File: config.mk
export PLATFORM = sky130hd
export DESIGN_NAME = bcr_backlight_regs
export DESIGN_NICKNAME = d
export VERILOG_FILES = /design/src/verilog/bcr_backlight_regs.v /design/src/verilog/bcr_fade.v
export VERILOG_INCLUDE_DIRS = /design/src /design/src/verilog
export SDC_FILE = /design/constraint.sdc
export NUM_CORES = 1
export LEC_CHECK = 0
export CAP_MARGIN = 5
export CORE_ASPECT_RATIO = 1.5
export CORE_MARGIN = 10
export CORE_UTILIZATION = 60
export CTS_CLUSTER_DIAMETER = 30
export DETAILED_ROUTE_END_ITERATION = 16
export DONT_BUFFER_PORTS = 1
export PLACE_DENSITY = 0.79
export RECOVER_POWER = 50
export SLEW_MARGIN = 20
export SYNTH_ARGS = -nofsm -noshare
export SYNTH_HDL_FRONTEND = slang
export SYNTH_HIERARCHICAL = 1
export SYNTH_SLANG_ARGS = --single-unit
File: constraint.sdc
create_clock -name CLK_SYS_IN -period 8.7 [get_ports CLK_SYS_IN]
set_input_delay 1.74 -clock CLK_SYS_IN [delete_from_list [all_inputs] [get_ports CLK_SYS_IN]]
set_output_delay 1.74 -clock CLK_SYS_IN [all_outputs]
set_load 0.01 [all_outputs]
File: src/verilog/bcr_map_regs.vh
// Constants for the backlight configuration register group.
// Assumes inclusion by bare name from the design files of this block.
`ifndef BCR_MAP_REGS_VH
`define BCR_MAP_REGS_VH

// ----------------------------------------------------------------
// Register offsets
// ----------------------------------------------------------------
`define BCR_OFF_BOOST_SPREAD 8'h0c
`define BCR_OFF_STRING_DIS 8'h0d
`define BCR_OFF_FADE 8'h0e
`define BCR_OFF_SCRATCH 8'h0f

// ----------------------------------------------------------------
// Reset values
// ----------------------------------------------------------------
`define BCR_RST_BOOST_SPREAD 8'h90
`define BCR_RST_STRING_DIS 8'h00
`define BCR_RST_FADE 8'h00
`define BCR_RST_SCRATCH 8'h00

// ----------------------------------------------------------------
// Field positions and masks
// ----------------------------------------------------------------
`define BCR_BIT_BOOST_LOW 7
`define BCR_FLD_FREQ_HI 6
`define BCR_FLD_FREQ_LO 4
`define BCR_BIT_SPREAD_OFF 3
`define BCR_BIT_SPREAD_AMT 2
`define BCR_FLD_SHORT_HI 1
`define BCR_FLD_SHORT_LO 0
`define BCR_BIT_PUMP_OFF 7
`define BCR_BIT_BL_OFF 5
`define BCR_FLD_STR_HI 4
`define BCR_FLD_STR_LO 0
`define BCR_BIT_FADE_GAIN 4
`define BCR_BIT_FADE_EN 3
`define BCR_FLD_EXP_HI 2
`define BCR_FLD_EXP_LO 0
`define BCR_MASK_STRING_DIS 8'hbf
`define BCR_MASK_FADE 8'h1f

// ----------------------------------------------------------------
// Dimming frequencies in Hz and the system clock rate
// ----------------------------------------------------------------
`define BCR_CLK_HZ 100000000
`define BCR_FPWM0_HZ 153
`define BCR_FPWM1_HZ 203
`define BCR_FPWM2_HZ 305
`define BCR_FPWM3_HZ 610
`define BCR_FPWM4_HZ 980
`define BCR_FPWM5_HZ 1220
`define BCR_FPWM6_HZ 1401
`define BCR_FPWM7_HZ 1634

// ----------------------------------------------------------------
// Shorted-LED thresholds in tenths of a volt
// ----------------------------------------------------------------
`define BCR_SHORT_OFF 2'h0
`define BCR_SHORT_DV_OFF 8'h00
`define BCR_SHORT_DV_1 8'h1e
`define BCR_SHORT_DV_2 8'h3c
`define BCR_SHORT_DV_3 8'h50

// ----------------------------------------------------------------
// Fade constants
// ----------------------------------------------------------------
`define BCR_FADE_EXP_MAX 3'h5
`define BCR_FADE_SHIFT_HI 3
`define BCR_FADE_SHIFT_LO 4

`endif

File: src/verilog/bcr_backlight_regs.v
// Backlight configuration register group and the logic it steers.
// Assumes the serial-bus slave logic presents one-cycle register write and
// read strobes on the system clock; the dimming pin arrives asynchronously.
`timescale 1ns/1ns
`include "bcr_map_regs.vh"

// Operation
// - Limit-select bit one picks lower boost limit.
// - Frequency field selects eight internal dimming frequencies.
// - Spread-off bit one stops spread modulation.
// - Amount bit: zero six percent, one three.
// - Threshold code zero off, else 3/6/8 V.
// - Pump-off bit one stops series gate pump.
// - Clearing pump-off while running shuts pump and backlight down.
// - Backlight-off bit keeps backlight section disabled.
// - String two to six bits disable sinks.
// - Fade bit enables gradual duty changes.
// - Gain bit: one 12.5, zero 6.25 percent.
// - Fade updates every 2^N dimming cycles, N capped at 5.
// - Code zero updates every dimming cycle.
// - Eight-bit scratch register without functional effect.
// - Pin-select zero uses on-time duty, one pin.
module bcr_backlight_regs #(
   parameter DUTY_W = 12,
   parameter CNT_W = 20,
   parameter PER0 = `BCR_CLK_HZ / `BCR_FPWM0_HZ,
   parameter PER1 = `BCR_CLK_HZ / `BCR_FPWM1_HZ,
   parameter PER2 = `BCR_CLK_HZ / `BCR_FPWM2_HZ,
   parameter PER3 = `BCR_CLK_HZ / `BCR_FPWM3_HZ,
   parameter PER4 = `BCR_CLK_HZ / `BCR_FPWM4_HZ,
   parameter PER5 = `BCR_CLK_HZ / `BCR_FPWM5_HZ,
   parameter PER6 = `BCR_CLK_HZ / `BCR_FPWM6_HZ,
   parameter PER7 = `BCR_CLK_HZ / `BCR_FPWM7_HZ
) (
   // Clock and reset
   input wire CLK_SYS_IN,
   input wire RST_B_IN,
   // Register access from the serial-bus slave
   input wire [7:0] REG_ADDR_IN,
   input wire [7:0] REG_WDATA_IN,
   input wire REG_WR_IN,
   input wire REG_RD_IN,
   output wire [7:0] REG_RDATA_OUT,
   output wire REG_RVALID_OUT,
   output wire REG_HIT_OUT,
   // Device state and dimming sources
   input wire GLOBAL_ON_IN,
   input wire DIM_PIN_SEL_IN,
   input wire [DUTY_W-1:0] ON_TIME_IN,
   input wire DIM_PIN_IN,
   // Boost and spread controls
   output wire BOOST_LOW_LIMIT_OUT,
   output wire [CNT_W-1:0] DIM_PERIOD_OUT,
   output wire DIM_CYCLE_OUT,
   output wire SPREAD_EN_OUT,
   output wire SPREAD_WIDE_OUT,
   // Diagnostics thresholds
   output wire SHORT_DET_EN_OUT,
   output wire [7:0] SHORT_THR_DV_OUT,
   // Gate pump and shutdown
   output wire GATE_PUMP_EN_OUT,
   output wire SHUTDOWN_OUT,
   // Backlight drive
   output wire BACKLIGHT_EN_OUT,
   output wire [5:0] LED_SINK_EN_OUT,
   output wire PWM_OUT,
   output wire [DUTY_W-1:0] FADE_DUTY_OUT
);

   // ----------------------------------------------------------------
   // Register storage
   // ----------------------------------------------------------------
   reg [7:0] boost_limit_spread_config_q;
   reg [7:0] string_disable_ctrl_q;
   reg [7:0] fade_ctrl_q;
   reg [7:0] user_scratch_1_q;
   reg [7:0] rdata_q;
   reg [7:0] rdata_d;
   reg rvalid_q;
   reg hit;

   // Field views.
   wire boost_low_limit_sel = boost_limit_spread_config_q[`BCR_BIT_BOOST_LOW];
   wire [2:0] freq_sel =
      boost_limit_spread_config_q[`BCR_FLD_FREQ_HI:`BCR_FLD_FREQ_LO];
   wire spread_off = boost_limit_spread_config_q[`BCR_BIT_SPREAD_OFF];
   wire spread_amount_sel = boost_limit_spread_config_q[`BCR_BIT_SPREAD_AMT];
   wire [1:0] short_sel =
      boost_limit_spread_config_q[`BCR_FLD_SHORT_HI:`BCR_FLD_SHORT_LO];
   wire gate_pump_off = string_disable_ctrl_q[`BCR_BIT_PUMP_OFF];
   wire backlight_off = string_disable_ctrl_q[`BCR_BIT_BL_OFF];
   wire [4:0] string_off = string_disable_ctrl_q[`BCR_FLD_STR_HI:`BCR_FLD_STR_LO];
   wire fade_gain_hi = fade_ctrl_q[`BCR_BIT_FADE_GAIN];
   wire fade_en = fade_ctrl_q[`BCR_BIT_FADE_EN];
   wire [2:0] fade_exponent = fade_ctrl_q[`BCR_FLD_EXP_HI:`BCR_FLD_EXP_LO];

   // ----------------------------------------------------------------
   // Register writes
   // ----------------------------------------------------------------

   // Stores host writes; the new value steers the logic from the next edge.
   always @(posedge CLK_SYS_IN or negedge RST_B_IN) begin
      if (!RST_B_IN) begin
         boost_limit_spread_config_q <= `BCR_RST_BOOST_SPREAD;
         string_disable_ctrl_q <= `BCR_RST_STRING_DIS;
         fade_ctrl_q <= `BCR_RST_FADE;
         user_scratch_1_q <= `BCR_RST_SCRATCH;
      end else if (REG_WR_IN) begin
         case (REG_ADDR_IN)
            `BCR_OFF_BOOST_SPREAD: begin
               boost_limit_spread_config_q <= REG_WDATA_IN;
            end
            `BCR_OFF_STRING_DIS: begin
               string_disable_ctrl_q <= REG_WDATA_IN & `BCR_MASK_STRING_DIS;
            end
            `BCR_OFF_FADE: begin
               fade_ctrl_q <= REG_WDATA_IN & `BCR_MASK_FADE;
            end
            `BCR_OFF_SCRATCH: begin
               user_scratch_1_q <= REG_WDATA_IN;
            end
            default: begin
               user_scratch_1_q <= user_scratch_1_q;
            end
         endcase
      end
   end

   // ----------------------------------------------------------------
   // Register reads
   // ----------------------------------------------------------------

   // Address decode; reserved bits were masked on write and read as zero.
   always @* begin
      hit = 1'b1;
      rdata_d = 8'h00;
      case (REG_ADDR_IN)
         `BCR_OFF_BOOST_SPREAD: begin
            rdata_d = boost_limit_spread_config_q;
         end
         `BCR_OFF_STRING_DIS: begin
            rdata_d = string_disable_ctrl_q;
         end
         `BCR_OFF_FADE: begin
            rdata_d = fade_ctrl_q;
         end
         `BCR_OFF_SCRATCH: begin
            rdata_d = user_scratch_1_q;
         end
         default: begin
            hit = 1'b0;
         end
      endcase
   end

   // Read data is captured one edge after the read strobe.
   always @(posedge CLK_SYS_IN or negedge RST_B_IN) begin
      if (!RST_B_IN) begin
         rdata_q <= 8'h00;
         rvalid_q <= 1'b0;
      end else begin
         rvalid_q <= REG_RD_IN;
         if (REG_RD_IN) begin
            rdata_q <= rdata_d;
         end
      end
   end

   assign REG_RDATA_OUT = rdata_q;
   assign REG_RVALID_OUT = rvalid_q;
   assign REG_HIT_OUT = hit;

   // ----------------------------------------------------------------
   // Dimming pin synchroniser
   // ----------------------------------------------------------------
   reg dim_meta_q;
   reg dim_sync_q;

   // Two flops before any logic looks at the asynchronous pin.
   always @(posedge CLK_SYS_IN or negedge RST_B_IN) begin
      if (!RST_B_IN) begin
         dim_meta_q <= 1'b0;
         dim_sync_q <= 1'b0;
      end else begin
         dim_meta_q <= DIM_PIN_IN;
         dim_sync_q <= dim_meta_q;
      end
   end

   // ----------------------------------------------------------------
   // Gate pump and shutdown
   // ----------------------------------------------------------------
   reg pump_off_prev_q;
   reg shutdown_q;
   wire shutdown_set = GLOBAL_ON_IN && pump_off_prev_q && !gate_pump_off;

   // A pump-off falling edge while on latches shutdown until global off.
   always @(posedge CLK_SYS_IN or negedge RST_B_IN) begin
      if (!RST_B_IN) begin
         pump_off_prev_q <= 1'b0;
         shutdown_q <= 1'b0;
      end else begin
         pump_off_prev_q <= gate_pump_off;
         if (shutdown_set) begin
            shutdown_q <= 1'b1;
         end else if (!GLOBAL_ON_IN) begin
            shutdown_q <= 1'b0;
         end
      end
   end

   // Backlight section runs only when on, not disabled and not shut down.
   wire bl_run = GLOBAL_ON_IN && !backlight_off && !shutdown_q && !shutdown_set;

   // ----------------------------------------------------------------
   // Dimming period generator
   // ----------------------------------------------------------------
   reg [CNT_W-1:0] period;
   reg [CNT_W-1:0] cnt_q;
   reg tick_q;

   // Period in system clocks for the selected internal frequency.
   always @* begin
      case (freq_sel)
         3'h0: period = PER0[CNT_W-1:0];
         3'h1: period = PER1[CNT_W-1:0];
         3'h2: period = PER2[CNT_W-1:0];
         3'h3: period = PER3[CNT_W-1:0];
         3'h4: period = PER4[CNT_W-1:0];
         3'h5: period = PER5[CNT_W-1:0];
         3'h6: period = PER6[CNT_W-1:0];
         default: period = PER7[CNT_W-1:0];
      endcase
   end

   // Free-running cycle counter; a shorter new period wraps at once.
   always @(posedge CLK_SYS_IN or negedge RST_B_IN) begin
      if (!RST_B_IN) begin
         cnt_q <= {CNT_W{1'b0}};
         tick_q <= 1'b0;
      end else if (cnt_q >= period - {{(CNT_W-1){1'b0}}, 1'b1}) begin
         cnt_q <= {CNT_W{1'b0}};
         tick_q <= 1'b1;
      end else begin
         cnt_q <= cnt_q + {{(CNT_W-1){1'b0}}, 1'b1};
         tick_q <= 1'b0;
      end
   end

   // ----------------------------------------------------------------
   // Fade engine and duty compare
   // ----------------------------------------------------------------
   wire [DUTY_W-1:0] fade_duty;
   wire [CNT_W+DUTY_W-1:0] on_prod;
   wire [CNT_W-1:0] on_cnt;

   // Duty walks toward the on-time value once per fade interval.
   bcr_fade #(
      .DUTY_W(DUTY_W)
   ) u_fade (
      .clk_in(CLK_SYS_IN),
      .rst_b_in(RST_B_IN),
      .tick_in(tick_q),
      .fade_en_in(fade_en),
      .gain_hi_in(fade_gain_hi),
      .exp_in(fade_exponent),
      .target_in(ON_TIME_IN),
      .duty_out(fade_duty)
   );

   // On time in clocks is period times duty as a binary fraction.
   assign on_prod = period * fade_duty;
   assign on_cnt = on_prod[CNT_W+DUTY_W-1:DUTY_W];

   // Internal duty comes from the fade engine, else the synchronised pin.
   wire pwm_src = DIM_PIN_SEL_IN ? dim_sync_q : (cnt_q < on_cnt);

   // ----------------------------------------------------------------
   // Threshold decode
   // ----------------------------------------------------------------
   reg [7:0] short_dv;

   // Shorted-LED threshold in tenths of a volt; code zero disables.
   always @* begin
      case (short_sel)
         2'h1: short_dv = `BCR_SHORT_DV_1;
         2'h2: short_dv = `BCR_SHORT_DV_2;
         2'h3: short_dv = `BCR_SHORT_DV_3;
         default: short_dv = `BCR_SHORT_DV_OFF;
      endcase
   end

   // ----------------------------------------------------------------
   // Output registers
   // ----------------------------------------------------------------
   reg boost_low_q;
   reg [CNT_W-1:0] period_q;
   reg spread_en_q;
   reg spread_wide_q;
   reg short_en_q;
   reg [7:0] short_dv_q;
   reg pump_en_q;
   reg bl_en_q;
   reg [5:0] sink_en_q;
   reg pwm_q;

   // All analog-facing controls leave the block from flops.
   always @(posedge CLK_SYS_IN or negedge RST_B_IN) begin
      if (!RST_B_IN) begin
         boost_low_q <= 1'b0;
         period_q <= {CNT_W{1'b0}};
         spread_en_q <= 1'b0;
         spread_wide_q <= 1'b0;
         short_en_q <= 1'b0;
         short_dv_q <= `BCR_SHORT_DV_OFF;
         pump_en_q <= 1'b0;
         bl_en_q <= 1'b0;
         sink_en_q <= 6'h00;
         pwm_q <= 1'b0;
      end else begin
         boost_low_q <= boost_low_limit_sel;
         period_q <= period;
         spread_en_q <= !spread_off;
         spread_wide_q <= !spread_off && !spread_amount_sel;
         short_en_q <= (short_sel != `BCR_SHORT_OFF);
         short_dv_q <= short_dv;
         pump_en_q <= !gate_pump_off && !shutdown_q && !shutdown_set;
         bl_en_q <= bl_run;
         sink_en_q <= {6{bl_run}} & {~string_off, 1'b1};
         pwm_q <= bl_run && pwm_src;
      end
   end

   assign BOOST_LOW_LIMIT_OUT = boost_low_q;
   assign DIM_PERIOD_OUT = period_q;
   assign DIM_CYCLE_OUT = tick_q;
   assign SPREAD_EN_OUT = spread_en_q;
   assign SPREAD_WIDE_OUT = spread_wide_q;
   assign SHORT_DET_EN_OUT = short_en_q;
   assign SHORT_THR_DV_OUT = short_dv_q;
   assign GATE_PUMP_EN_OUT = pump_en_q;
   assign SHUTDOWN_OUT = shutdown_q;
   assign BACKLIGHT_EN_OUT = bl_en_q;
   assign LED_SINK_EN_OUT = sink_en_q;
   assign PWM_OUT = pwm_q;
   assign FADE_DUTY_OUT = fade_duty;

endmodule // bcr_backlight_regs

File: src/verilog/bcr_fade.v
// Fade engine: walks the applied dimming duty toward its target.
// Assumes a one-cycle dimming tick from the same clock domain.
`timescale 1ns/1ns
`include "bcr_map_regs.vh"

module bcr_fade #(
   parameter DUTY_W = 12
) (
   // Clock and reset
   input wire clk_in,
   input wire rst_b_in,
   // Control
   input wire tick_in,
   input wire fade_en_in,
   input wire gain_hi_in,
   input wire [2:0] exp_in,
   input wire [DUTY_W-1:0] target_in,
   // Result
   output wire [DUTY_W-1:0] duty_out
);

   reg [DUTY_W-1:0] cur_q;
   reg [DUTY_W-1:0] cur_d;
   reg [5:0] ivl_q;
   reg [5:0] ivl_d;
   reg [2:0] exp_eff;
   reg [5:0] ivl_last;
   reg [DUTY_W-1:0] diff;
   reg [DUTY_W-1:0] step;

   // Next duty: a step of diff/8 or diff/16, at least one, every 2^N ticks, N capped at 5.
   always @* begin
      cur_d = cur_q;
      ivl_d = ivl_q;
      exp_eff = (exp_in > `BCR_FADE_EXP_MAX) ? `BCR_FADE_EXP_MAX : exp_in;
      ivl_last = (6'h01 << exp_eff) - 6'h01;
      diff = (target_in > cur_q) ? (target_in - cur_q) : (cur_q - target_in);
      step = gain_hi_in ? (diff >> `BCR_FADE_SHIFT_HI) : (diff >> `BCR_FADE_SHIFT_LO);
      if (step == {DUTY_W{1'b0}}) begin
         step = {{(DUTY_W-1){1'b0}}, 1'b1};
      end
      if (!fade_en_in) begin
         cur_d = target_in;
         ivl_d = 6'h00;
      end else if (tick_in) begin
         if (ivl_q >= ivl_last) begin
            ivl_d = 6'h00;
            if (target_in > cur_q) begin
               cur_d = cur_q + step;
            end else if (target_in < cur_q) begin
               cur_d = cur_q - step;
            end
         end else begin
            ivl_d = ivl_q + 6'h01;
         end
      end
   end

   // Applied duty and interval counter.
   always @(posedge clk_in or negedge rst_b_in) begin
      if (!rst_b_in) begin
         cur_q <= {DUTY_W{1'b0}};
         ivl_q <= 6'h00;
      end else begin
         cur_q <= cur_d;
         ivl_q <= ivl_d;
      end
   end

   assign duty_out = cur_q;

endmodule // bcr_fade

==> key figures, run 1 <==
Timing
  • Fin crit period: 8.262 ns
  • Setup violation total in the final timing report: 0
  • RSZ-0062 raised after global routing: false
  • Slew HR: 37.56%
  • Fmax: 0.1210 GHz
  • Clock skew: 0.01694 ns
  • Tcrit/Tclk final: 94.96%
  • Setup_tns: 0 ns
  • Slew @ Worst Pin: 0.9366 ns
  • Final hold vios: 0
  • Worst Hold Margin: 0.3763 ns
  • Slew Limit Fails: 0

Place
  • Final HPWL DP: 31,570 µm
  • DP Cell Count: 1,969
  • Final RePlAce weighted congestion: 0.9592
  • DP Area: 15,260 µm²
  • Port bufs: 0

Final layout
  • Diode count: 0
  • Area added between synthesis and finish: 5.902%
  • Most frequent cells in the layout: inv_1 (291), nand2_1 (222), fa_1 (180)
  • Most common cell after layout, fill and taps aside: inv_1
  • Post-route insts no fill: 2,001
  • Final instance area: 15,810 µm²
  • Share of layout cells above drive strength 1: 7.215%
  • Final net count: 2,034

CTS
  • Clock root cell: clkbuf_16
  • Clock Sink Count: 115
  • Max Root-Sink Buffers: 2
  • Clock Latency Late Sink: 0.44 ns
  • Post_cts resized: 0
  • Post-CTS setup buffers: 0
  • CTS tree: yes
  • Reg clk slew, reported paths: 0.06 ns
  • CTS Hold Bufs: 0
  • CTS Buf Count: 17
  • CTS H-tree lvls: 4

Floorplan
  • Starting Density: 61.08%
  • # IOs: 100
  • Die ar.: 31,710 µm²
  • Core Area: 24,440 µm²
  • Core Rows: 70
  • Die Ht: 213.2 µm
  • DIE WIDTH: 148.8 µm

Worst setup path
  • Worst Setup SP: boost_limit_spread_config_q[4]$_DFFE_PN1P_
  • CP required: 9.07 ns
  • Worst setup EP type: register
  • Reg2Reg Launch Point: boost_limit_spread_config_q[4]$_DFFE_PN1P_
  • Crit path DAT: 8.63 ns
  • R2R Setup Slk: 0.44 ns
  • Setup CP Type: register to register
  • CP Max Fanout: 19
  • Worst path max stage delay: 0.72 ns
  • Worst path buffer plus inverter count: 5
  • Most used cell, CP: fa_1
  • Crit path max-delay family: adder cells
  • Crit-path slowest cell: dfstp_2
  • CP Launch Type: register

Synthesis
  • Async SR Flop Fraction: 100.0%
  • Main area contributors after synthesis: fa_1 (24%), dfrtp_1 (19%), ha_1 (13%)
  • Top FF cell, synth: dfrtp_1
  • Largest area contributor in the netlist: fa_1
  • Mean Syn Cell Area: 8.858 µm²
  • Post-Synthesis Cells: 1,685
  • Synthesized area: 14,930 µm²
  • Ys Warns: 6
  • #FFs+latches synth: 115
  • Number of enable flip-flop cells after synthesis: 0
  • Top-area cell type share of the netlist area: 24.14%
  • Post-synthesis sequential area ratio: 19.30%
  • Cell variety after synth: 78

Route
  • Final wirelength: 40,560 µm
  • Vias per cell: 6.001
  • Pre-antenna DRT Iters: 5
  • DRC errors left: 0
  • Routed Antenna Nets: 0
  • Routed wire length per instance: 20.27 µm
  • Vias: 12.01k
  • DRT iter0 DRCs: 807

Power
  • Max rail drop VDD: 274.0 µV
  • Power density over the cells: 324.5 nW/µm²
  • LEAKAGE: 8.204 nW

Flow run
  • Max-cap violations: 0

Status
  • Outcome: completed

Global routing
  • First-pass GRT wire length: 65,580 µm
  • Antenna violations before repair: 0
  • Global Route Usage Sum: 26.30%
  • Total gr overflow: 0
  • Number of global-route vias before repair: 12.98k
  • Largest net degree at the start of global routing: 116

Worst hold path
  • Hold path start: dim_meta_q$_DFF_PN0_
  • Hold crit path type: register to register
## area by class of cell
cell class / count / area (µm²)
clock buffer: 18 / 429.2
clock inverter: 14 / 121.4
fill: 2006 / 8630
inverter: 292 / 1096
multi-input combinational: 1206 / 10640
sequential: 115 / 2880
tap: 324 / 405.4
timing repair buffer: 32 / 232.7
## synth_stat cells, drive strengths merged, types with 11 or more instances
cell,number
inv,292
nand2,222
fa,180
ha,155
dfrtp,113
nor2,95
and2,70
a21oi,63
clkbuf,53
o21ai,46
a21o,34
mux2,31
xor2,30
nand3,27
xnor2,26
and3,25
nor3,22
buf,20
a211oi,15
mux2i,13
o22ai,11
## per-stage QoR
step / util, % / setup slack (ns) / power, mW
after floorplan: - / 1.270 / 3.509
after CTS: 64.69 / 0.3684 / 5.085
final: 64.69 / 0.4383 / 5.129
after global placement: 62.44 / 0.7103 / 4.200
after global routing: 64.69 / 0.02160 / 5.594
after detailed placement: 62.44 / 0.4034 / 4.372
## kinds of logic (layout without fill, tap and decap cells)
group / Yosys count / count (layout) / synth area share (%)
simple gates: 526 / 526 / 16.82
buf+inv: 365 / 356 / 9.473
fa+ha+maj: 335 / 335 / 37.14
compound gates: 242 / 242 / 10.72
flops: 115 / 115 / 19.30
xor+xnor: 56 / 56 / 3.286
mux: 44 / 44 / 3.211
other cells: 2 / 3 / 0.05032
## report_power, final
part / switching [mW] / internal [mW] / leakage, nW / total (mW)
combinational: 2.20 / 1.64 / 6.48 / 3.84
sequential: 0.0459 / 0.558 / 1.47 / 0.604
clock: 0.311 / 0.373 / 0.260 / 0.684
total: 2.55 / 2.58 / 8.20 / 5.13
## metal layers
layer	vias to the layer above	global-route usage [%]	routed length [µm]
li1	5367	-	-
met2	500	48.66	21690
met5	-	0	0
met1	5959	26.65	13900
met4	0	17.34	2767
met3	183	4.047	2207
## sequential cells by signal (all words and copies together) (netlist names)
signal and count:
GATE_PUMP_EN_OUT 1, SHUTDOWN_OUT 1, DIM_CYCLE_OUT 1, PWM_OUT 1, REG_RVALID_OUT 1, u_fade/duty_out 12
dim_sync_q 1, REG_RDATA_OUT 8, LED_SINK_EN_OUT 6, u_fade/ivl_q 6, BOOST_LOW_LIMIT_OUT 1, user_scratch_1_q 8
cnt_q 20, boost_limit_spread_config_q 8, fade_ctrl_q 5, SPREAD_EN_OUT 1, SHORT_THR_DV_OUT 5, DIM_PERIOD_OUT 19
dim_meta_q 1, string_disable_ctrl_q 7, pump_off_prev_q 1, SPREAD_WIDE_OUT 1
## path summary, 6_finish.rpt
path,end,cells past startpoint
max reg2reg,PWM_OUT$_DFF_PN0_,30
min,dim_sync_q$_DFF_PN0_,0
min reg2reg,dim_sync_q$_DFF_PN0_,0
min in group asynchronous,LED_SINK_EN_OUT[1]$_DFF_PN0_,0
max in group asynchronous,boost_limit_spread_config_q[4]$_DFFE_PN1P_,0
max,PWM_OUT$_DFF_PN0_,30
Note: power is estimated with default switching activity, not from simulation.
==> inputs of run 2 (changes only) <==
--- a/config.mk
+++ b/config.mk
@@ -6,6 +6,7 @@
 export SDC_FILE = /design/constraint.sdc
 export NUM_CORES = 1
 export LEC_CHECK = 0
+export ABC_AREA = 1
 export CAP_MARGIN = 5
 export CORE_ASPECT_RATIO = 1.5
 export CORE_MARGIN = 10
==> constraint.sdc (replaced) <==
create_clock -name CLK_SYS_IN -period 7.9 [get_ports CLK_SYS_IN]
set_input_delay 1.58 -clock CLK_SYS_IN [delete_from_list [all_inputs] [get_ports CLK_SYS_IN]]
set_output_delay 1.58 -clock CLK_SYS_IN [all_outputs]
set_load 0.01 [all_outputs]
==> run 2 against run 1 <==
- cell area grew 4.1%
- first-iteration DRC count grew 8.3%
- worst hold slack lost 0.0055 ns
- register-to-register slack is essentially flat
- core utilization shrank 0.35 points
- wire length grew 11%
- combinational power grew 50%
- worst setup slack lost 0.0040 ns
- synthesized cell count grew 18%
- sequential share of layout area shrank 0.72 points
==> key figures, run 2 <==
Final layout
  • Max reg flops: 20 (unchanged)
  • Most common cell after layout, fill and taps aside: nand2_1
  • Area added between synthesis and finish: 6.251%
  • Most flops, register: cnt_q
  • Share of layout cells above drive strength 1: 7.250% (+0.035 points)
  • Final net count: 2,357 (+16%)
  • Fill cell count: 2,274 (+13%)
  • FF+latch area: 2882 µm² (about the same)
  • Most frequent cells in the layout: nand2_1 (470), inv_1 (415), fa_1 (180)
  • Post-route insts no fill: 2,333 (+17%)
  • Diode count: 0 (unchanged)
  • Final Util: 64.34% (-0.35 points)
  • Area occupied by multi-input gates: 10,760 µm² (+1.1%)

Power
  • P_sw: 3.989 mW (+56%)
  • Clk pwr share: 10.6% (-2.7 points)
  • Internal: 3.190 mW (+24%)
  • Max rail drop VDD: 396.0 µV (+45%)
  • LEAKAGE: 8.738 nW (+6.5%)
  • Power density over the cells: 436.1 nW/µm² (+34%)
  • Sequential share of power: 9.1% (-2.7 points)
  • Switching Fraction: 55.56% (+5.8 points)
  • Logic pwr share: 80.3% (+5.4 points)

CTS
  • Clock Latency Late Sink: 0.45 ns (about the same)
  • Clock Sink Count: 115 (unchanged)
  • Clock root cell: clkbuf_16
  • Max Root-Sink Buffers: 2 (unchanged)
  • CTS Buf Count: 17 (unchanged)
  • CTS H-tree lvls: 4 (unchanged)
  • CTS tree: yes
  • Reg clk slew, reported paths: 0.06 ns (about the same)

Route
  • DRC errors left: 0 (unchanged)
  • DRT iter0 DRCs: 874 (+8.3%)
  • Final wirelength: 45,100 µm (+11%)
  • Routed Antenna Nets: 0 (unchanged)
  • Pre-antenna DRT Iters: 8 (+3)
  • Vias: 13.41k (+12%)
  • Vias per cell: 5.748 (-4.2%)
  • Routed wire length per instance: 19.33 µm (-4.6%)

Worst hold path
  • Hold crit path type: register to register

Worst setup path
  • Crit path DAT: 7.78 ns (-0.85 ns)
  • Setup CP Type: register to register
  • CP Launch Type: register
  • Crit-path slowest cell: or4_1
  • CP Max Fanout: 11 (-8)
  • CP required: 8.22 ns (-0.85 ns)
  • Worst setup EP type: register
  • Worst path max stage delay: 0.56 ns (-0.16 ns)
  • Most used cell, CP: nand2_1

Synthesis
  • Number of enable flip-flop cells after synthesis: 0 (unchanged)
  • Post-Synthesis Cells: 1,992 (+18%)
  • Post-Synth Adder-Cell Area: 35.78% (-1.4 points)
  • Main area contributors after synthesis: fa_1 (23%), dfrtp_1 (18%), ha_1 (13%)
  • Synth Area in XOR/XNOR: 2.883% (-0.40 points)
  • Cell variety after synth: 59 (-24%)
  • Top FF cell, synth: dfrtp_1
  • Async SR Flop Fraction: 100.0% (unchanged)
  • Simple-Gate Fraction of Synth Area: 22.21% (+5.4 points)
  • Synth Area in Compound Gates: 7.955% (-2.8 points)
  • Dominant combinational cell family by area after synthesis: adder cells
  • Largest area contributor in the netlist: fa_1
  • Synthesized area: 15,490 µm² (+3.8%)
  • Post-synthesis sequential area ratio: 18.59% (-0.71 points)
  • Mean Syn Cell Area: 7.777 µm² (-12%)
  • Cell with the most instances after synthesis: nand2_1
  • Multiplexer share of the synthesized area: 0.5088% (-2.7 points)
  • Top-area cell type share of the netlist area: 23.26% (-0.88 points)
  • #FFs+latches synth: 115 (unchanged)
  • Ys Warns: 6 (unchanged)
  • Most frequent cells after synthesis: nand2_1 (471), inv_1 (416), fa_1 (180), nor2_1 (166), ha_1 (155)

Floorplan
  • Die ar.: 32,780 µm² (+3.4%)
  • # IOs: 100 (unchanged)
  • Starting Density: 60.55% (-0.53 points)
  • Core Rows: 72 (+2.9%)
  • DIE WIDTH: 151.2 µm (+1.6%)
  • Core Area: 25,580 µm² (+4.7%)
  • Die Ht: 216.8 µm (+1.7%)

Timing
  • Setup violation total in the final timing report: 0 (unchanged)
  • RSZ-0062 raised after global routing: false
  • Slew HR: 36.25% (-1.3 points)
  • Final hold vios: 0 (unchanged)
  • Worst Hold Margin: 0.3708 ns (-0.005505 ns)
  • Tcrit/Tclk final: 94.50% (-0.46 points)
  • Fin crit period: 7.466 ns (-0.7960 ns)
  • Clock skew: 0.01254 ns (-0.004402 ns)
  • Fmax: 0.1339 GHz (+11%)
  • Slew Limit Fails: 0 (unchanged)
  • Setup_tns: 0 ns (unchanged)
  • Slew @ Worst Pin: 0.9562 ns (+0.01961 ns)

Global routing
  • Number of global-route vias before repair: 14.32k (+10%)
  • First-pass GRT wire length: 72,660 µm (+11%)
  • Largest net degree at the start of global routing: 116 (unchanged)
  • Antenna violations before repair: 0 (unchanged)
  • Global Route Usage Sum: 28.49% (+2.2 points)
  • Total gr overflow: 0 (unchanged)

Place
  • Final HPWL DP: 36,600 µm (+16%)
  • Port bufs: 0 (unchanged)
  • DP Cell Count: 2,298 (+17%)
  • Final RePlAce weighted congestion: 1.032 (+7.6%)

Status
  • Outcome: completed

Flow run
  • Max-cap violations: 0 (unchanged)
[run 2: cell count changes in the layout (fill, tap and decap cells not counted), sizes merged, moves of 31 or more]
cell	before	now
a21o	34	3
and2	70	3
inv	299	425
nand2	222	498
nand3	27	67
nor2	95	187
[run 2: layer usage]
metal	up-vias	GRT usage [%]	part of all wire, %
met1	6512	28.47	33
met5	-	0	0
li1	6092	-	-
met3	230	4.943	5.9
met4	0	21.56	8.9
met2	577	50.91	52
[run 2: area by class of cell]
type | count | share of cell area, %
clock buffers | 18 | 2.607
clock inverters | 14 | 0.8665
inverters | 426 | 9.813
multi-input cells | 1399 | 65.37
flip-flops and latches | 115 | 17.51
well taps | 333 | 2.531
repair buffers | 27 | 1.262
repair inverters | 1 | 0.04561
[run 2: critical path: cells and delay by family, from the launching register on]
| kind | cells | cell delay [ns] |
|---|---|---|
| buffers and inverters | 8 | 1.09 |
| XOR/XNOR | 1 | 0.16 |
| AO/OA/AOI/OAI | 5 | 0.71 |
| adder cells (fa/ha/maj) | 7 | 3.30 |
| flip-flops | 1 | 0.45 |
| AND/OR/NAND/NOR | 10 | 1.62 |
[run 2: logic make-up (layout without fill, tap and decap cells)]
family,Yosys count,after routing
and+or+nand+nor,793,793
buffers and inverters,479,486
adders and majority gates,335,335
AOI/OAI and AO/OA,210,210
DFF,115,115
xor gates and xnor gates,51,51
muxes,7,7
other,2,3
[run 2: worst paths after layout]
kind,startpoint,to,slack (ns),depth (start not counted)
setup / recovery,boost_limit_spread_config_q[5]$_DFFE_PN0P_,PWM_OUT$_DFF_PN0_,0.43,31
hold / removal,dim_meta_q$_DFF_PN0_,dim_sync_q$_DFF_PN0_,0.37,0
setup reg to reg,boost_limit_spread_config_q[5]$_DFFE_PN0P_,PWM_OUT$_DFF_PN0_,0.43,31
hold reg to reg,dim_meta_q$_DFF_PN0_,dim_sync_q$_DFF_PN0_,0.37,0
max in group asynchronous,RST_B_IN,DIM_PERIOD_OUT[16]$_DFF_PN0_,6.81,0
min in group asynchronous,RST_B_IN,cnt_q[7]$_DFF_PN0_,0.83,0
[run 2: power groups by stage]
stage / combinational (mW) / sequential, mW / clock (mW)
floorplan: 4.21 / 0.653 / 0
global placement: 5.46 / 0.662 / 0
detailed placement: 5.55 / 0.663 / 0
CTS: 5.65 / 0.653 / 0.769
global route: 6.48 / 0.656 / 0.793
finish: 5.77 / 0.652 / 0.761
[run 2: what timing repair did]
item,CTS,global route
hold buffers,0,0
setup endpoints to repair,0,1
endpoints found under the hold margin,0,0
setup buffers,0,2
resized for setup,0,11
[run 2: metrics by stage]
step | setup WS, ns | area, µm² | power [mW]
6_report | 0.4343 | 16460 | 7.178
5_1_grt | 0.01580 | 16460 | 7.927
3_3_place_gp | 0.3687 | 15840 | 6.126
3_5_place_dp | 0.2191 | 15840 | 6.213
4_1_cts | 0.2253 | 16410 | 7.071
2_1_floorplan | 1.151 | 15500 | 4.865
==> inputs of run 3 (changes only) <==
--- a/config.mk
+++ b/config.mk
@@ -19,5 +19,4 @@
 export SLEW_MARGIN = 20
 export SYNTH_ARGS = -nofsm -noshare
 export SYNTH_HDL_FRONTEND = slang
-export SYNTH_HIERARCHICAL = 1
 export SYNTH_SLANG_ARGS = --single-unit
==> run 3 against run 2 <==
- flip-flop and latch count is the same
- fmax grew 0.16%
- wire length grew 0.55%
- worst hold slack lost 0.018 ns
- sequential share of layout area grew 0.21 points
- synthesized area shrank 1.6%
- critical path depth shrank 2
- register-to-register slack is essentially flat
- first-iteration DRC count grew 26%
- via count shrank 2.0%
- core utilization grew 0.56 points
- synthesized cell count shrank 1.7%
- critical endpoint unchanged
==> key figures, run 3 <==
Status
  • Outcome: completed

Place
  • Port bufs: 0 (unchanged)
  • Final HPWL DP: 36,720 µm (+0.31%)
  • DP Area: 15,650 µm² (-1.2%)
  • Final RePlAce weighted congestion: 1.080 (+4.7%)

Final layout
  • Diode count: 0 (unchanged)
  • Share of layout cells above drive strength 1: 6.193% (-1.1 points)
  • Final net count: 2,325 (-1.4%)
  • Fill cell count: 2,145 (-5.7%)
  • Most frequent cells in the layout: nand2_1 (463), inv_1 (395), fa_1 (180)
  • Final instance area: 16,260 µm² (-1.2%)
  • Most flops, register: cnt_q
  • Most common cell after layout, fill and taps aside: nand2_1
  • Max reg flops: 20 (unchanged)
  • Area added between synthesis and finish: 6.631%

Floorplan
  • Die ar.: 32,320 µm² (-1.4%)
  • Starting Density: 60.86% (+0.31 points)
  • DIE WIDTH: 150.2 µm (-0.69%)
  • Die Ht: 215.2 µm (-0.72%)
  • # IOs: 100 (unchanged)
  • Core Area: 25,050 µm² (-2.1%)
  • Core Rows: 71 (-1.4%)

CTS
  • Reg clk slew, reported paths: 0.07 ns (about the same)
  • CTS tree: yes
  • CTS H-tree lvls: 4 (unchanged)
  • Max Root-Sink Buffers: 2 (unchanged)
  • Clock Sink Count: 115 (unchanged)
  • CTS Buf Count: 17 (unchanged)
  • Clock root cell: clkbuf_16
  • Clock Latency Late Sink: 0.43 ns (-0.02 ns)

Worst setup path
  • Crit-path slowest cell: clkbuf_1
  • CP Max Fanout: 11 (unchanged)
  • Most used cell, CP: fa_1
  • Worst path buffer plus inverter count: 6 (-2)
  • Worst path max stage delay: 0.59 ns (+0.03 ns)
  • CP required: 8.19 ns (-0.03 ns)
  • Crit path DAT: 7.74 ns (-0.04 ns)
  • Worst setup EP type: register
  • Setup CP Type: register to register
  • Crit path max-delay family: adder cells
  • CP Launch Type: register

Route
  • DRT iter0 DRCs: 1,099 (+26%)
  • Vias per cell: 5.721 (-0.48%)
  • Routed wire length per instance: 19.73 µm (+2.1%)
  • Pre-antenna DRT Iters: 7 (-1)
  • Vias: 13.15k (-2.0%)
  • Final wirelength: 45,350 µm (+0.55%)
  • Routed Antenna Nets: 0 (unchanged)
  • DRC errors left: 0 (unchanged)

Timing
  • Final hold vios: 0 (unchanged)
  • RSZ-0062 raised after global routing: false
  • Slew Limit Fails: 0 (unchanged)
  • Setup_tns: 0 ns (unchanged)
  • Fin crit period: 7.454 ns (-0.01204 ns)
  • Fmax: 0.1342 GHz (+0.16%)
  • Slew HR: 27.72% (-8.5 points)
  • Setup violation total in the final timing report: 0 (unchanged)
  • Tcrit/Tclk final: 94.35% (-0.15 points)
  • Slew @ Worst Pin: 1.084 ns (+0.1280 ns)
  • Clock skew: 0.01151 ns (-0.001024 ns)

Global routing
  • Number of global-route vias before repair: 13.54k (-5.5%)
  • Total gr overflow: 0 (unchanged)
  • First-pass GRT wire length: 72,210 µm (-0.63%)
  • Largest net degree at the start of global routing: 116 (unchanged)
  • Global Route Usage Sum: 28.72% (+0.22 points)
  • Antenna violations before repair: 0 (unchanged)

Synthesis
  • Ys Warns: 0 (-6)
  • Cell variety after synth: 52 (-12%)
  • Largest area contributor in the netlist: fa_1
  • Most frequent cells after synthesis: nand2_1 (464), inv_1 (395), fa_1 (180), nor2_1 (165), ha_1 (153)
  • #FFs+latches synth: 115 (unchanged)
  • Cell with the most instances after synthesis: nand2_1
  • Async SR Flop Fraction: 100.0% (unchanged)
  • Post-Synthesis Cells: 1,959 (-1.7%)
  • Mean Syn Cell Area: 7.783 µm² (about the same)
  • Top FF cell, synth: dfrtp_1
  • Main area contributors after synthesis: fa_1 (24%), dfrtp_1 (19%), ha_1 (13%)
  • Synthesized area: 15,250 µm² (-1.6%)
  • Number of enable flip-flop cells after synthesis: 0 (unchanged)
  • Top-area cell type share of the netlist area: 23.63% (+0.37 points)
  • Post-synthesis sequential area ratio: 18.89% (+0.30 points)

Worst hold path
  • Hold crit path type: register to register

Flow run
  • Max-cap violations: 0 (unchanged)
run 3: area by class of cell:
type | instances | area [µm²] | area share, %
well taps | 328 | 410.4 | 2.524
clock buffers | 18 | 439.2 | 2.701
repair buffers | 37 | 262.8 | 1.616
multi-input cells | 1377 | 10550 | 64.88
flip-flops and latches | 115 | 2880 | 17.72
inverters | 409 | 1549 | 9.527
clock inverters | 14 | 167.7 | 1.031
run 3: path summary, 6_finish.rpt:
check	slack, ns	depth (start not counted)	startpoint	to
worst max-delay path	0.45	29	boost_limit_spread_config_q[6]$_DFFE_PN0P_	PWM_OUT$_DFF_PN0_
worst min-delay path	0.35	0	dim_meta_q$_DFF_PN0_	dim_sync_q$_DFF_PN0_
worst max register to register	0.45	29	boost_limit_spread_config_q[6]$_DFFE_PN0P_	PWM_OUT$_DFF_PN0_
worst min register to register	0.35	0	dim_meta_q$_DFF_PN0_	dim_sync_q$_DFF_PN0_
max in group asynchronous	6.84	0	RST_B_IN	boost_limit_spread_config_q[4]$_DFFE_PN1P_
min in group asynchronous	0.85	0	RST_B_IN	dim_meta_q$_DFF_PN0_
run 3: through the flow:
step	hold WS [ns]	setup slack, ns	utilization, %	instances
final	0.3524	0.4463	64.90	2298
after detailed placement	0.3419	0.3801	62.47	2264
after global placement	0.3368	0.4906	62.47	2264
after CTS	0.3563	0.3669	64.89	2296
after floorplan	0.3312	1.036	-	1960
after global routing	0.3630	0.01152	64.90	2298
run 3: routing by layer:
metal	share of wire, %	GRT usage, %	vias to the layer above
li1	-	-	5993
met1	34	30.65	6376
met2	51	50.40	589
met3	6.9	5.089	188
met4	7.9	18.75	0
met5	0	0	-
run 3: what timing repair did:
action	4_1_cts	5_1_grt
resized for setup	0	4
setup buffers	0	2
endpoints found under the setup margin	0	1
hold buffers	0	0
run 3: logic make-up (layout without fill, tap and decap cells):
kind of cell / Yosys count / in the layout / synth area share, %
and+or+nand+nor: 774 / 774 / 21.65
buffers and inverters: 468 / 478 / 11.93
adders and majority gates: 333 / 333 / 36.19
AOI/OAI and AO/OA: 206 / 206 / 7.656
DFF: 115 / 115 / 18.89
xor gates and xnor gates: 53 / 53 / 3.045
muxes: 8 / 8 / 0.5909
other: 2 / 3 / 0.04926
Power of run 3 is not shown: default switching activity piles up to over one toggle a cycle in this logic, so the estimate is an artifact.
